`config.mk`:
```
export PLATFORM = sky130hd
export DESIGN_NAME = dsl_speed_loop
export DESIGN_NICKNAME = d
export VERILOG_FILES = /design/src/core/dsl_pkg.sv /design/src/core/dsl_speed_loop.sv
export VERILOG_INCLUDE_DIRS = /design/src /design/src/core
export SDC_FILE = /design/constraint.sdc
export NUM_CORES = 2
export LEC_CHECK = 0
export ABC_AREA = 1
export BUFFER_PORTS_ARGS = -buffer_cell sky130_fd_sc_hd__buf_2
export CORE_ASPECT_RATIO = 0.8
export CORE_MARGIN = 5
export CORE_UTILIZATION = 55
export DETAILED_ROUTE_END_ITERATION = 10
export PLACE_DENSITY = 0.71
export SYNTH_ARGS = -nofsm -noshare
export SYNTH_HDL_FRONTEND = slang
export SYNTH_SLANG_ARGS = --single-unit
```
`constraint.sdc`:
```
create_clock -name ref_clk_i -period 135.1 [get_ports ref_clk_i]
set_clock_uncertainty 0.2 [all_clocks]
set_input_delay 0 -clock ref_clk_i [delete_from_list [all_inputs] [get_ports ref_clk_i]]
set_output_delay 0 -clock ref_clk_i [all_outputs]
set_load 0.1 [all_outputs]
```
`src/core/dsl_defs.svh`:
```
/*
 * Register indices, field reset values, fixed scale figures and timing
 * counts for the speed-loop datapath.
 * Assumes inclusion by bare name from the core module and the bench.
 */
`ifndef DSL_DEFS_SVH
`define DSL_DEFS_SVH

// register word indices on the plain register port
`define DSL_A_IRC     5'h00
`define DSL_A_ERR     5'h01
`define DSL_A_OUT     5'h02
`define DSL_A_INTEG   5'h03
`define DSL_A_KP      5'h04
`define DSL_A_KI      5'h05
`define DSL_A_KD      5'h06
`define DSL_A_DIGSEL  5'h07
`define DSL_A_AVSEL   5'h08
`define DSL_A_ENCSC   5'h09
`define DSL_A_MAXAV   5'h0A
`define DSL_A_MAXSPD  5'h0B
`define DSL_A_IRFAC   5'h0C
`define DSL_A_HARD    5'h0D
`define DSL_A_HARDSEL 5'h0E
`define DSL_A_DROOP   5'h0F
`define DSL_A_RAMPSEL 5'h10
`define DSL_A_OFFSET  5'h11
`define DSL_A_FILT    5'h12
`define DSL_A_DSRC    5'h13
`define DSL_A_PBOOST  5'h14
`define DSL_A_DEMAND  5'h15
`define DSL_A_FB      5'h16
`define DSL_A_RPM     5'h17
`define DSL_A_STATUS  5'h18

// reset values of the writable settings
`define DSL_RST_KP     8'h50
`define DSL_RST_KI     8'h28
`define DSL_RST_KD     8'h00
`define DSL_RST_ENCSC  11'h1A3
`define DSL_RST_MAXAV  10'h258
`define DSL_RST_MAXSPD 11'h6D6
`define DSL_RST_IRFAC  8'h00
`define DSL_RST_OFFSET 8'h80
`define DSL_RST_FILT   8'h80
`define DSL_RST_DSRC   2'h1

// fixed scale figures
`define DSL_LIM      32'sd1000
`define DSL_FRAC     8
`define DSL_KP_DIV   32'sd8
`define DSL_KP_BOOST 32'sd4
`define DSL_KD_DIV   32'sd8
`define DSL_IRC_DIV  32'sd2048
`define DSL_OFF_MID  32'sd128
`define DSL_OFF_DIV  32'sd16
`define DSL_OFF_SPAN 32'sd8
`define DSL_OFF_HI   32'sd127
`define DSL_CLAMP_N  32'sd6
`define DSL_CLAMP_D  32'sd5

// encoder timing: least pulse period, rounded up to whole cycles
`define DSL_CLK_HZ      125000000
`define DSL_ENC_MAX_HZ  105000
`define DSL_ENC_MIN_CYC ((`DSL_CLK_HZ + `DSL_ENC_MAX_HZ - 1) / `DSL_ENC_MAX_HZ)
`define DSL_SYNC_LAT    4

`endif

```
`src/core/dsl_pkg.sv`:
```
/*
 * Types shared by the speed-loop datapath: settings, monitor values and
 * the derivative source selector.
 * Assumes the constants header is on the include path.
 */
package dsl_pkg;
    typedef enum logic [1:0] {
        DSL_D_ERR = 2'h1,
        DSL_D_DEM = 2'h2,
        DSL_D_FB = 2'h3
    } dsl_dsrc_t;

    // every software-writable setting
    typedef struct packed {
        logic [7:0] kp;
        logic [7:0] ki;
        logic [7:0] kd;
        logic dig_sel;
        logic av_sel;
        logic [10:0] enc_scale;
        logic [9:0] max_av;
        logic [10:0] max_spd;
        logic [7:0] ir_fac;
        logic signed [10:0] hard_ref;
        logic hard_sel;
        logic droop;
        logic ramp_sel;
        logic [7:0] offset;
        logic [7:0] filt;
        logic [1:0] dsrc;
        logic pboost;
    } dsl_cfg_t;

    // values the loop publishes once per tick
    typedef struct packed {
        logic signed [10:0] demand;
        logic signed [10:0] fb;
        logic signed [10:0] err;
        logic signed [10:0] integ;
        logic signed [10:0] out;
        logic signed [10:0] irc;
        logic signed [11:0] rpm;
    } dsl_mon_t;
endpackage

```
`src/core/dsl_speed_loop.sv`:
```
/*
 * Speed-loop datapath of a DC drive: feedback selection, demand summation,
 * error filter, PID, IR compensation, armature voltage clamp, rpm scaling.
 * Assumes tick_i is a one-cycle strobe on ref_clk_i at six times the supply
 * frequency, and that tacho, armature voltage and ramp inputs are already
 * sampled on ref_clk_i. Encoder pins are asynchronous.
 */
// Implementation choices: the address-and-strobe port and the address map.
`timescale 1ns/1ps
`include "dsl_defs.svh"

module dsl_speed_loop import dsl_pkg::*; #(
    parameter int CNT_W = 16,
    parameter int ENC_DIV = 42
) (
    input wire logic ref_clk_i,
    input wire logic sys_rst_i,
    input wire logic ce_i,
    input wire logic tick_i,
    input wire logic [4:0] reg_addr_i,
    input wire logic [15:0] reg_wdata_i,
    input wire logic reg_wr_i,
    input wire logic reg_rd_i,
    output logic [15:0] reg_rdata_o,
    input wire logic enc_pulse_i,
    input wire logic enc_dir_i,
    input wire logic signed [10:0] tacho_i,
    input wire logic signed [10:0] arm_volt_i,
    input wire logic signed [10:0] ramp_out_i,
    input wire logic ref_on_i,
    input wire logic torque_mode_i,
    input wire logic cur_limit_i,
    output logic signed [10:0] current_demand_o,
    output logic signed [10:0] speed_feedback_o,
    output logic voltage_clamp_o
);
    // refuse shapes the arithmetic cannot serve
    initial begin
        if (CNT_W < 8 || CNT_W > 20 || ENC_DIV < 1) begin
            $error("dsl_speed_loop: CNT_W must be 8..20 and ENC_DIV at least 1");
        end
        if (`DSL_ENC_MIN_CYC <= `DSL_SYNC_LAT) begin
            $error("dsl_speed_loop: clock too slow for encoder rate");
        end
    end

    localparam dsl_cfg_t CFG_RST = '{
        kp: `DSL_RST_KP, ki: `DSL_RST_KI, kd: `DSL_RST_KD,
        dig_sel: 1'b0, av_sel: 1'b0, enc_scale: `DSL_RST_ENCSC,
        max_av: `DSL_RST_MAXAV, max_spd: `DSL_RST_MAXSPD,
        ir_fac: `DSL_RST_IRFAC, hard_ref: 11'sh000, hard_sel: 1'b0,
        droop: 1'b0, ramp_sel: 1'b1, offset: `DSL_RST_OFFSET,
        filt: `DSL_RST_FILT, dsrc: `DSL_RST_DSRC, pboost: 1'b0
    };
    localparam logic signed [31:0] ACC_LIM = `DSL_LIM <<< `DSL_FRAC;

    dsl_cfg_t cfg_q, cfg_d;
    dsl_mon_t mon_q, mon_d;
    logic signed [31:0] ef_acc_q, ef_acc_d;
    logic signed [31:0] int_acc_q, int_acc_d;
    logic signed [10:0] dprev_q;
    logic signed [CNT_W-1:0] cnt_q, cnt_d;
    logic [1:0] s1_q, s2_q, s3_q, enc_f_q;
    logic pulse_prev_q;
    logic clamp_q;
    logic [15:0] rdata_q;

    // clip any wide intermediate to the signed display range
    function automatic logic signed [10:0] sat(input logic signed [31:0] v);
        if (v > `DSL_LIM) begin
            sat = 11'sd1000;
        end else if (v < -`DSL_LIM) begin
            sat = -11'sd1000;
        end else begin
            sat = v[10:0];
        end
    endfunction

    // encoder pins: three stages, a change counts once stages two and three agree
    // stage three feeds the agreement test and gives the value taken, so a one-cycle glitch is dropped
    genvar gi;
    for (gi = 0; gi < 2; gi++) begin : g_sync
        always_ff @(posedge ref_clk_i) begin
            if (sys_rst_i) begin
                s1_q[gi] <= 1'b0;
                s2_q[gi] <= 1'b0;
                s3_q[gi] <= 1'b0;
                enc_f_q[gi] <= 1'b0;
            end else if (ce_i) begin
                s1_q[gi] <= gi == 0 ? enc_pulse_i : enc_dir_i;
                s2_q[gi] <= s1_q[gi];
                s3_q[gi] <= s2_q[gi];
                enc_f_q[gi] <= (s2_q[gi] == s3_q[gi]) ? s3_q[gi] : enc_f_q[gi];
            end
        end
    end

    // pulse count per tick window; an edge on the tick opens the new window
    wire enc_edge = enc_f_q[0] && !pulse_prev_q;
    wire signed [CNT_W-1:0] enc_step = enc_f_q[1] ? -CNT_W'(1) : CNT_W'(1);
    assign cnt_d = tick_i ? (enc_edge ? enc_step : '0)
                          : (enc_edge ? cnt_q + enc_step : cnt_q);

    // feedback sources
    wire signed [31:0] enc_cnt = 32'(cnt_q);
    wire signed [31:0] enc_spd = enc_cnt * $signed({21'h0, cfg_q.enc_scale})
                                 / ENC_DIV;
    wire signed [31:0] arm_w = 32'(arm_volt_i);
    wire signed [31:0] max_av_w = $signed({22'h0, cfg_q.max_av});
    wire signed [31:0] av_scaled = (max_av_w == 0) ? 32'sd0
                                   : arm_w * `DSL_LIM / max_av_w;
    // uses last tick's integral; this tick's depends on this feedback
    wire signed [31:0] irc_term = 32'(mon_q.integ) * $signed({24'h0, cfg_q.ir_fac})
                                  / `DSL_IRC_DIV;
    wire signed [31:0] av_fb = cfg_q.droop ? av_scaled - irc_term
                                           : av_scaled + irc_term;
    wire signed [31:0] fb_raw = cfg_q.dig_sel ? enc_spd
                              : cfg_q.av_sel ? av_fb : 32'(tacho_i);
    wire signed [10:0] fb_d = sat(fb_raw);

    // demand at the summation point
    // upper half has 127 steps, lower 128, so 255 reaches the full eight units
    wire signed [31:0] off_raw = $signed({24'h0, cfg_q.offset}) - `DSL_OFF_MID;
    wire signed [31:0] off_w = (off_raw >= 0) ? off_raw * `DSL_OFF_SPAN / `DSL_OFF_HI
                                              : off_raw / `DSL_OFF_DIV;
    wire signed [31:0] ramp_w = cfg_q.ramp_sel ? 32'(ramp_out_i) : 32'sd0;
    wire hard_on = cfg_q.hard_sel && ref_on_i;
    wire signed [31:0] hard_w = hard_on ? 32'(cfg_q.hard_ref) : 32'sd0;
    wire signed [10:0] dem_d = sat(ramp_w + hard_w + off_w);

    // filtered error; filter setting 0 freezes it, 255 passes almost directly
    wire signed [31:0] err_raw = 32'(dem_d) - 32'(fb_d);
    wire signed [31:0] ef_gap = (32'(sat(err_raw)) <<< `DSL_FRAC) - ef_acc_q;
    assign ef_acc_d = ef_acc_q + ((ef_gap * $signed({24'h0, cfg_q.filt}))
                                  >>> `DSL_FRAC);
    wire signed [10:0] err_d = sat(ef_acc_d >>> `DSL_FRAC);

    // integral in 1/256 units, held while torque mode or current limit
    wire int_hold = torque_mode_i || cur_limit_i;
    wire signed [31:0] int_sum = int_acc_q + 32'(err_d)
                                 * $signed({24'h0, cfg_q.ki});
    wire signed [31:0] int_clip = (int_sum > ACC_LIM) ? ACC_LIM
                                : (int_sum < -ACC_LIM) ? -ACC_LIM : int_sum;
    assign int_acc_d = int_hold ? int_acc_q : int_clip;
    wire signed [10:0] integ_d = sat(int_acc_d >>> `DSL_FRAC);

    // proportional term
    wire signed [31:0] p_gain = $signed({24'h0, cfg_q.kp})
                                * (cfg_q.pboost ? `DSL_KP_BOOST : 32'sd1);
    wire signed [31:0] p_term = 32'(err_d) * p_gain / `DSL_KP_DIV;

    // derivative term on the chosen source
    wire signed [10:0] d_src = (cfg_q.dsrc == DSL_D_DEM) ? dem_d
                             : (cfg_q.dsrc == DSL_D_FB) ? fb_d : err_d;
    wire signed [31:0] d_delta = 32'(d_src) - 32'(dprev_q);
    wire signed [31:0] d_dir = (cfg_q.dsrc == DSL_D_DEM) ? d_delta : -d_delta;
    wire signed [31:0] d_term = d_dir * $signed({24'h0, cfg_q.kd})
                                / `DSL_KD_DIV;

    // published values for this tick
    always_comb begin
        mon_d.demand = dem_d;
        mon_d.fb = fb_d;
        mon_d.err = err_d;
        mon_d.integ = integ_d;
        mon_d.out = sat(p_term + 32'(integ_d) + d_term);
        mon_d.irc = sat(irc_term);
        mon_d.rpm = 12'(32'(fb_d) * $signed({21'h0, cfg_q.max_spd})
                        / `DSL_LIM);
    end

    // voltage clamp at 1.2 times maximum, watched in every feedback mode
    wire signed [31:0] arm_abs = arm_w < 0 ? -arm_w : arm_w;
    wire clamp_d = arm_abs * `DSL_CLAMP_D > max_av_w * `DSL_CLAMP_N;

    // register writes; derivative source accepts only 1..3
    wire [15:0] wd = reg_wdata_i;
    always_comb begin
        cfg_d = cfg_q;
        if (reg_wr_i) begin
            case (reg_addr_i)
                `DSL_A_KP: cfg_d.kp = wd[7:0];
                `DSL_A_KI: cfg_d.ki = wd[7:0];
                `DSL_A_KD: cfg_d.kd = wd[7:0];
                `DSL_A_DIGSEL: cfg_d.dig_sel = wd[0];
                `DSL_A_AVSEL: cfg_d.av_sel = wd[0];
                `DSL_A_ENCSC: cfg_d.enc_scale = wd[10:0];
                `DSL_A_MAXAV: cfg_d.max_av = wd[9:0];
                `DSL_A_MAXSPD: cfg_d.max_spd = wd[10:0];
                `DSL_A_IRFAC: cfg_d.ir_fac = wd[7:0];
                `DSL_A_HARD: cfg_d.hard_ref = sat(32'($signed(wd)));
                `DSL_A_HARDSEL: cfg_d.hard_sel = wd[0];
                `DSL_A_DROOP: cfg_d.droop = wd[0];
                `DSL_A_RAMPSEL: cfg_d.ramp_sel = wd[0];
                `DSL_A_OFFSET: cfg_d.offset = wd[7:0];
                `DSL_A_FILT: cfg_d.filt = wd[7:0];
                `DSL_A_DSRC: cfg_d.dsrc = (wd[1:0] != 2'h0) ? wd[1:0] : cfg_q.dsrc;
                `DSL_A_PBOOST: cfg_d.pboost = wd[0];
                default: cfg_d = cfg_q;
            endcase
        end
    end

    // read mux; signed values in the low eleven bits (rpm in the low twelve), upper bits zero
    function automatic logic [15:0] rd_sel(input logic [4:0] a);
        case (a)
            `DSL_A_IRC: rd_sel = {5'h00, mon_q.irc};
            `DSL_A_ERR: rd_sel = {5'h00, mon_q.err};
            `DSL_A_OUT: rd_sel = {5'h00, mon_q.out};
            `DSL_A_INTEG: rd_sel = {5'h00, mon_q.integ};
            `DSL_A_KP: rd_sel = {8'h00, cfg_q.kp};
            `DSL_A_KI: rd_sel = {8'h00, cfg_q.ki};
            `DSL_A_KD: rd_sel = {8'h00, cfg_q.kd};
            `DSL_A_DIGSEL: rd_sel = {15'h0000, cfg_q.dig_sel};
            `DSL_A_AVSEL: rd_sel = {15'h0000, cfg_q.av_sel};
            `DSL_A_ENCSC: rd_sel = {5'h00, cfg_q.enc_scale};
            `DSL_A_MAXAV: rd_sel = {6'h00, cfg_q.max_av};
            `DSL_A_MAXSPD: rd_sel = {5'h00, cfg_q.max_spd};
            `DSL_A_IRFAC: rd_sel = {8'h00, cfg_q.ir_fac};
            `DSL_A_HARD: rd_sel = {5'h00, cfg_q.hard_ref};
            `DSL_A_HARDSEL: rd_sel = {15'h0000, cfg_q.hard_sel};
            `DSL_A_DROOP: rd_sel = {15'h0000, cfg_q.droop};
            `DSL_A_RAMPSEL: rd_sel = {15'h0000, cfg_q.ramp_sel};
            `DSL_A_OFFSET: rd_sel = {8'h00, cfg_q.offset};
            `DSL_A_FILT: rd_sel = {8'h00, cfg_q.filt};
            `DSL_A_DSRC: rd_sel = {14'h0000, cfg_q.dsrc};
            `DSL_A_PBOOST: rd_sel = {15'h0000, cfg_q.pboost};
            `DSL_A_DEMAND: rd_sel = {5'h00, mon_q.demand};
            `DSL_A_FB: rd_sel = {5'h00, mon_q.fb};
            `DSL_A_RPM: rd_sel = {4'h0, mon_q.rpm};
            `DSL_A_STATUS: rd_sel = {15'h0000, clamp_q};
            default: rd_sel = 16'h0000;
        endcase
    endfunction
    // always_comb, not a continuous assign, so the mux follows the registers it reads
    logic [15:0] rd_mux;
    always_comb begin
        rd_mux = reg_rd_i ? rd_sel(reg_addr_i) : 16'h0000;
    end

    // settings, bus answer and clamp flag
    always_ff @(posedge ref_clk_i) begin
        if (sys_rst_i) begin
            cfg_q <= CFG_RST;
            rdata_q <= 16'h0000;
            clamp_q <= 1'b0;
            pulse_prev_q <= 1'b0;
            cnt_q <= '0;
        end else if (ce_i) begin
            cfg_q <= cfg_d;
            rdata_q <= rd_mux;
            clamp_q <= clamp_d;
            pulse_prev_q <= enc_f_q[0];
            cnt_q <= cnt_d;
        end
    end

    // loop state advances only on the sample tick
    always_ff @(posedge ref_clk_i) begin
        if (sys_rst_i) begin
            mon_q <= '0;
            ef_acc_q <= 32'sh0;
            int_acc_q <= 32'sh0;
            dprev_q <= 11'sh000;
        end else if (ce_i && tick_i) begin
            mon_q <= mon_d;
            ef_acc_q <= ef_acc_d;
            int_acc_q <= int_acc_d;
            dprev_q <= d_src;
        end
    end

    assign reg_rdata_o = rdata_q;
    assign current_demand_o = mon_q.out;
    assign speed_feedback_o = mon_q.fb;
    assign voltage_clamp_o = clamp_q;

    wire tk = ce_i && tick_i;

    a_integ_freeze: assert property (@(posedge ref_clk_i) disable iff (sys_rst_i)
        tk && int_hold |=> $stable(int_acc_q) && mon_q.integ == $past(mon_q.integ))
        else $error("integral moved while held");
    a_out_range: assert property (@(posedge ref_clk_i) disable iff (sys_rst_i)
        current_demand_o <= 11'sd1000 && current_demand_o >= -11'sd1000)
        else $error("loop output out of range");
    a_reset_load: assert property (@(posedge ref_clk_i)
        sys_rst_i |=> cfg_q.ramp_sel && cfg_q.offset == 8'h80 && int_acc_q == 0
        && cfg_q.dsrc == 2'h1 && !cfg_q.dig_sel)
        else $error("reset defaults not loaded");
    a_offset_low: assert property (@(posedge ref_clk_i) disable iff (sys_rst_i)
        tk && cfg_q.offset == 8'h00 && !cfg_q.ramp_sel && !hard_on
        |=> mon_q.demand == -11'sd8)
        else $error("offset zero not minus eight");
    a_hard_gate: assert property (@(posedge ref_clk_i) disable iff (sys_rst_i)
        tk && !ref_on_i && !cfg_q.ramp_sel && cfg_q.offset == 8'h80
        |=> mon_q.demand == 11'sd0)
        else $error("hard reference passed without reference-on");
    a_tacho_path: assert property (@(posedge ref_clk_i) disable iff (sys_rst_i)
        tk && !cfg_q.dig_sel && !cfg_q.av_sel
        |=> speed_feedback_o == sat(32'($past(tacho_i))))
        else $error("tacho not taken as feedback");
    a_clamp_level: assert property (@(posedge ref_clk_i) disable iff (sys_rst_i)
        ce_i && cfg_q.max_av == 10'h258 && arm_volt_i == 11'sd721 |=> voltage_clamp_o)
        else $error("clamp missed above 1.2 times maximum");
    a_clamp_quiet: assert property (@(posedge ref_clk_i) disable iff (sys_rst_i)
        ce_i && cfg_q.max_av == 10'h258 && arm_volt_i == 11'sd720 |=> !voltage_clamp_o)
        else $error("clamp set at 1.2 times maximum");
    a_ir_zero: assert property (@(posedge ref_clk_i) disable iff (sys_rst_i)
        tk && cfg_q.ir_fac == 8'h00 |=> mon_q.irc == 11'sd0)
        else $error("IR output nonzero with zero factor");
    a_dsrc_keep: assert property (@(posedge ref_clk_i) disable iff (sys_rst_i)
        ce_i && reg_wr_i && reg_addr_i == `DSL_A_DSRC && reg_wdata_i[1:0] == 2'h0
        |=> $stable(cfg_q.dsrc))
        else $error("illegal derivative source accepted");
    a_d_sign: assert property (@(posedge ref_clk_i) disable iff (sys_rst_i)
        cfg_q.dsrc == DSL_D_FB && d_delta > 0 && cfg_q.kd >= 8'h08 |-> d_term < 0)
        else $error("derivative sign wrong for rising feedback");
    a_read_next: assert property (@(posedge ref_clk_i) disable iff (sys_rst_i)
        ce_i && reg_rd_i && reg_addr_i == `DSL_A_KI ##1 ce_i
        |-> reg_rdata_o == {8'h00, $past(cfg_q.ki)})
        else $error("read data not in following cycle");
    // invariants of the register port, the tick, the clock enable, the value ranges and the derivative source
    a_rd_idle: assert property (@(posedge ref_clk_i) disable iff (sys_rst_i)
        ce_i && !reg_rd_i |=> reg_rdata_o == 16'h0000)
        else $error("read data not zero after idle cycle");
    a_loop_still: assert property (@(posedge ref_clk_i) disable iff (sys_rst_i)
        !tk |=> $stable(mon_q))
        else $error("loop values moved without a tick");
    a_ce_freeze: assert property (@(posedge ref_clk_i) disable iff (sys_rst_i)
        !ce_i |=> $stable(cfg_q) && $stable(reg_rdata_o) && $stable(voltage_clamp_o))
        else $error("state moved while clock enable low");
    a_integ_range: assert property (@(posedge ref_clk_i) disable iff (sys_rst_i)
        mon_q.integ <= 11'sd1000 && mon_q.integ >= -11'sd1000)
        else $error("integral out of range");
    a_demand_range: assert property (@(posedge ref_clk_i) disable iff (sys_rst_i)
        mon_q.demand <= 11'sd1000 && mon_q.demand >= -11'sd1000)
        else $error("final demand out of range");
    a_dsrc_legal: assert property (@(posedge ref_clk_i) disable iff (sys_rst_i)
        cfg_q.dsrc != 2'h0) else $error("derivative source zero");
    a_d_sign_dem: assert property (@(posedge ref_clk_i) disable iff (sys_rst_i)
        cfg_q.dsrc == DSL_D_DEM && d_delta > 0 && cfg_q.kd >= 8'h08 |-> d_term > 0)
        else $error("derivative sign wrong for rising demand");

    // scenarios worth seeing in a run
    c_boost: cover property (@(posedge ref_clk_i) tk && cfg_q.pboost && err_d != 0);
    c_hold: cover property (@(posedge ref_clk_i) tk && int_hold && err_d != 0);
    c_droop: cover property (@(posedge ref_clk_i) tk && cfg_q.av_sel && cfg_q.droop);
    c_clamp: cover property (@(posedge ref_clk_i) $rose(voltage_clamp_o));
    c_ce_hold: cover property (@(posedge ref_clk_i) tick_i && !ce_i);
endmodule

```
==> impl_metrics.env <==
export IMPL_status="completed"
export IMPL_r2r_slack_ns=15.32
export IMPL_path_buf_inv=138
export IMPL_reg2reg_depth=676
export IMPL_viasPerCell=5.44
export IMPL_cp_slowest_cell="nor2_1"
export IMPL_timing_fmax_mhz=8.27
export IMPL_grt_pass1_wl_mm=484
export IMPL_path_delay_family="compound AO/OA/AOI/OAI gates"
export IMPL_multiInputGateArea_sq_mm=0.0810
export IMPL_drt_total_wl_mm=303
export IMPL_drcViolationCount=0
export IMPL_worstMarginPinSlew_ns=1.29
export IMPL_die_y_um=393
export IMPL_cp_arrival_ns=121.18
export IMPL_dpl_hpwl_mm=252
export IMPL_drtIter0Drc=9326
export IMPL_ys_ff_latch=290
export IMPL_num_vias=94400
export IMPL_synthCells=15000
export IMPL_ios=104
export IMPL_grtUsageTotal_pct=31.2
export IMPL_path_common_cell="inv_1"
export IMPL_die_area_sq_mm=0.192
export IMPL_cts_resized=0
export IMPL_grt_max_degree=96
export IMPL_cts_root_buf="clkbuf_16"
export IMPL_async_reset_ff_share_pct=0
export IMPL_rsz0062_at_grt="no"
export IMPL_syn_to_final_growth_pct=3.65
export IMPL_core_area_sq_mm=0.182
export IMPL_place_congestion=1.02
export IMPL_fin_nets=16900
export IMPL_hold_viol=0
export IMPL_htreeDepth=2
export IMPL_worstSetupPathType="input pin to flip-flop"
export IMPL_hold_end="mon_q[67]"
export IMPL_cts_tree="built"
export IMPL_hp_start="ramp_out_i[0]"
export IMPL_synth_distinct_cells=104
export IMPL_die_w_um=489
export IMPL_holdCritPathClass="input pin to flip-flop"
export IMPL_final_layout_size_suffix_gt1_share_pct=8.59
export IMPL_start_kind="input pin"
export IMPL_ctsHoldBuffers=38
export IMPL_cts_inserted_buffers=37
export IMPL_final_area_sq_mm=0.105
export IMPL_worstHoldPathCells=6
export IMPL_portBuffers=99
export IMPL_overflow=0
export IMPL_cp_max_fo=42
export IMPL_initial_core_util_pct=55.4
export IMPL_setup_viol=0
export IMPL_dpl_cell_area_sq_mm=0.103
export IMPL_cp_required_ns=135.35
export IMPL_netlist_area_sq_mm=0.101
export IMPL_r2r_end="current_demand_o[9]"
export IMPL_fin_crit_ns=120.93
export IMPL_finalCritPeriodShare_pct=89.5
export IMPL_crit_path_end_kind="flip-flop"
export IMPL_cap_violations=0
export IMPL_ff_latch_area_sq_mm=0.00581
export IMPL_rows=140
export IMPL_cts_sinks=290
export IMPL_dr_pass1_iters=6
export IMPL_synth_edff_count=0
export IMPL_max_slew_margin_pct=13.5
export IMPL_yosysSeqAreaShare_pct=5.75
export IMPL_fill_cells=18000
export IMPL_antenna_found_initial=16
export IMPL_synth_main_ff_cell="dfxtp_1"
export IMPL_ant_nets=0
export IMPL_clk_insertion_delay_late_ns=0.60
export IMPL_drv_slew=0
export IMPL_ys_warn_count=0
export IMPL_timing_rr_start="cfg_q[59]"
export IMPL_syn_avg_cell_area_sq_um=6.74
export IMPL_grt_pass1_vias=87200
export IMPL_finalSetupTns_ns=0
export IMPL_avgRoutedWirePerCell_um=17.5
export IMPL_ctsLongestPathBuffers=3
export IMPL_clk_pin_slew_worst_paths_ns=0.07
export IMPL_cpPeakStageDelay_ns=0.77
export IMPL_post_cts_setup_buffer_count=0
==> synthesized netlist by cell type (all sizes together), types with 32 or more instances <==
cell | count | area (sq um)
xnor2 | 204 | 1790
a21oi | 924 | 4700
inv | 3074 | 11600
fa | 918 | 18400
o211ai | 79 | 593
o21ai | 806 | 4270
nand4 | 263 | 1870
nor4 | 50 | 313
a221oi | 32 | 280
o21bai | 92 | 706
nand3 | 867 | 5510
xor2 | 588 | 5180
nand2 | 3339 | 14100
a21o | 42 | 325
clkbuf | 259 | 1190
dfxtp | 290 | 5810
clkinv | 79 | 368
nand3b | 52 | 394
buf | 106 | 955
a211oi | 38 | 285
ha | 1059 | 13300
nor3 | 151 | 807
nor2 | 1359 | 6010
or2 | 57 | 357
==> state kept, by name (all words and copies together) (netlist names) <==
register          flops
cfg_q                99
mon_q                56
ef_acc_q             32
int_acc_q            32
cnt_q                16
reg_rdata_o          12
current_demand_o     11
dprev_q              11
speed_feedback_o     11
enc_f_q               2
s1_q                  2
s2_q                  2
s3_q                  2
pulse_prev_q          1
voltage_clamp_o       1
==> stage by stage <==
stage | cells | util (%) | worst slack, ns | hold slack (ns)
3_3_place_gp | 17200 | 56.5 | 18.91 | 0.0625
4_1_cts | 17300 | 57.4 | 16.36 | 0.0118
5_1_grt | 17300 | 57.4 | 1.64 | 0.0368
3_5_place_dp | 17200 | 56.5 | 16.06 | 0.0614
6_report | 17400 | 57.4 | 14.17 | 0.0460
2_1_floorplan | 15000 | - | 31.57 | -0.0696
==> final cells by class <==
class	instances	share of cell area, %
Sequential cell	290	5.55
Inverter	3163	11.6
Tap cell	2414	2.89
Multi-Input combinational cell	11200	77.5
Clock inverter	21	0.172
Antenna cell	10	0.0239
Timing Repair Buffer	215	1.40
Clock buffer	44	0.949
==> logic make-up (layout without fill, tap and decap cells) <==
group / Yosys count / count (layout) / synth area share [%]
compound gates: 2193 / 2193 / 12.4
xor+xnor: 792 / 792 / 6.91
mux: 1 / 1 / 0.00992
simple gates: 6186 / 6186 / 29.4
buf+inv: 3531 / 3443 / 14.1
fa+ha+maj: 1977 / 1977 / 31.3
other cells: 2 / 56 / 0.00744
flops: 290 / 290 / 5.75
==> how the worst max path moves through the flow <==
stage                               from                  end  depth (start not counted)
after floorplan           arm_volt_i[10]  current_demand_o[5]                        730
after global placement    arm_volt_i[10]  current_demand_o[5]                        683
after detailed placement  arm_volt_i[10]  current_demand_o[7]                        681
after CTS                 arm_volt_i[10]  current_demand_o[9]                        683
after global routing      arm_volt_i[10]  current_demand_o[9]                        683
final                     arm_volt_i[10]  current_demand_o[9]                        682
==> worst min-delay path: stages <==
cell and delay [ns]:
buf_2 0.14, nand2_1 0.11, fa_1 0.16, inv_1 0.05, nand3_1 0.21, a21oi_1 0.10
==> per-layer routing <==
metal  up-vias  wire, um  global-route usage (%)
met2      3756    116000                    43.3
li1      47000         -                       -
met4         4      9720                    8.19
met5         -        23                       0
met1     43200    146000                    48.6
met3       426     31500                    5.99
==> placed cells by master (no fill, tap or decap), drive strengths merged, types with 151 or more instances in the layout <==
master	n
buf	177
nor2	1359
nand3	867
a21oi	924
inv	3079
nand2	3339
fa	918
xor2	588
o21ai	806
ha	1059
dfxtp	290
nor3	151
xnor2	204
nand4	263
Power is left out: the tool's default activity adds up to more than one toggle a clock period on the data nets, which glitch-free logic cannot reach.
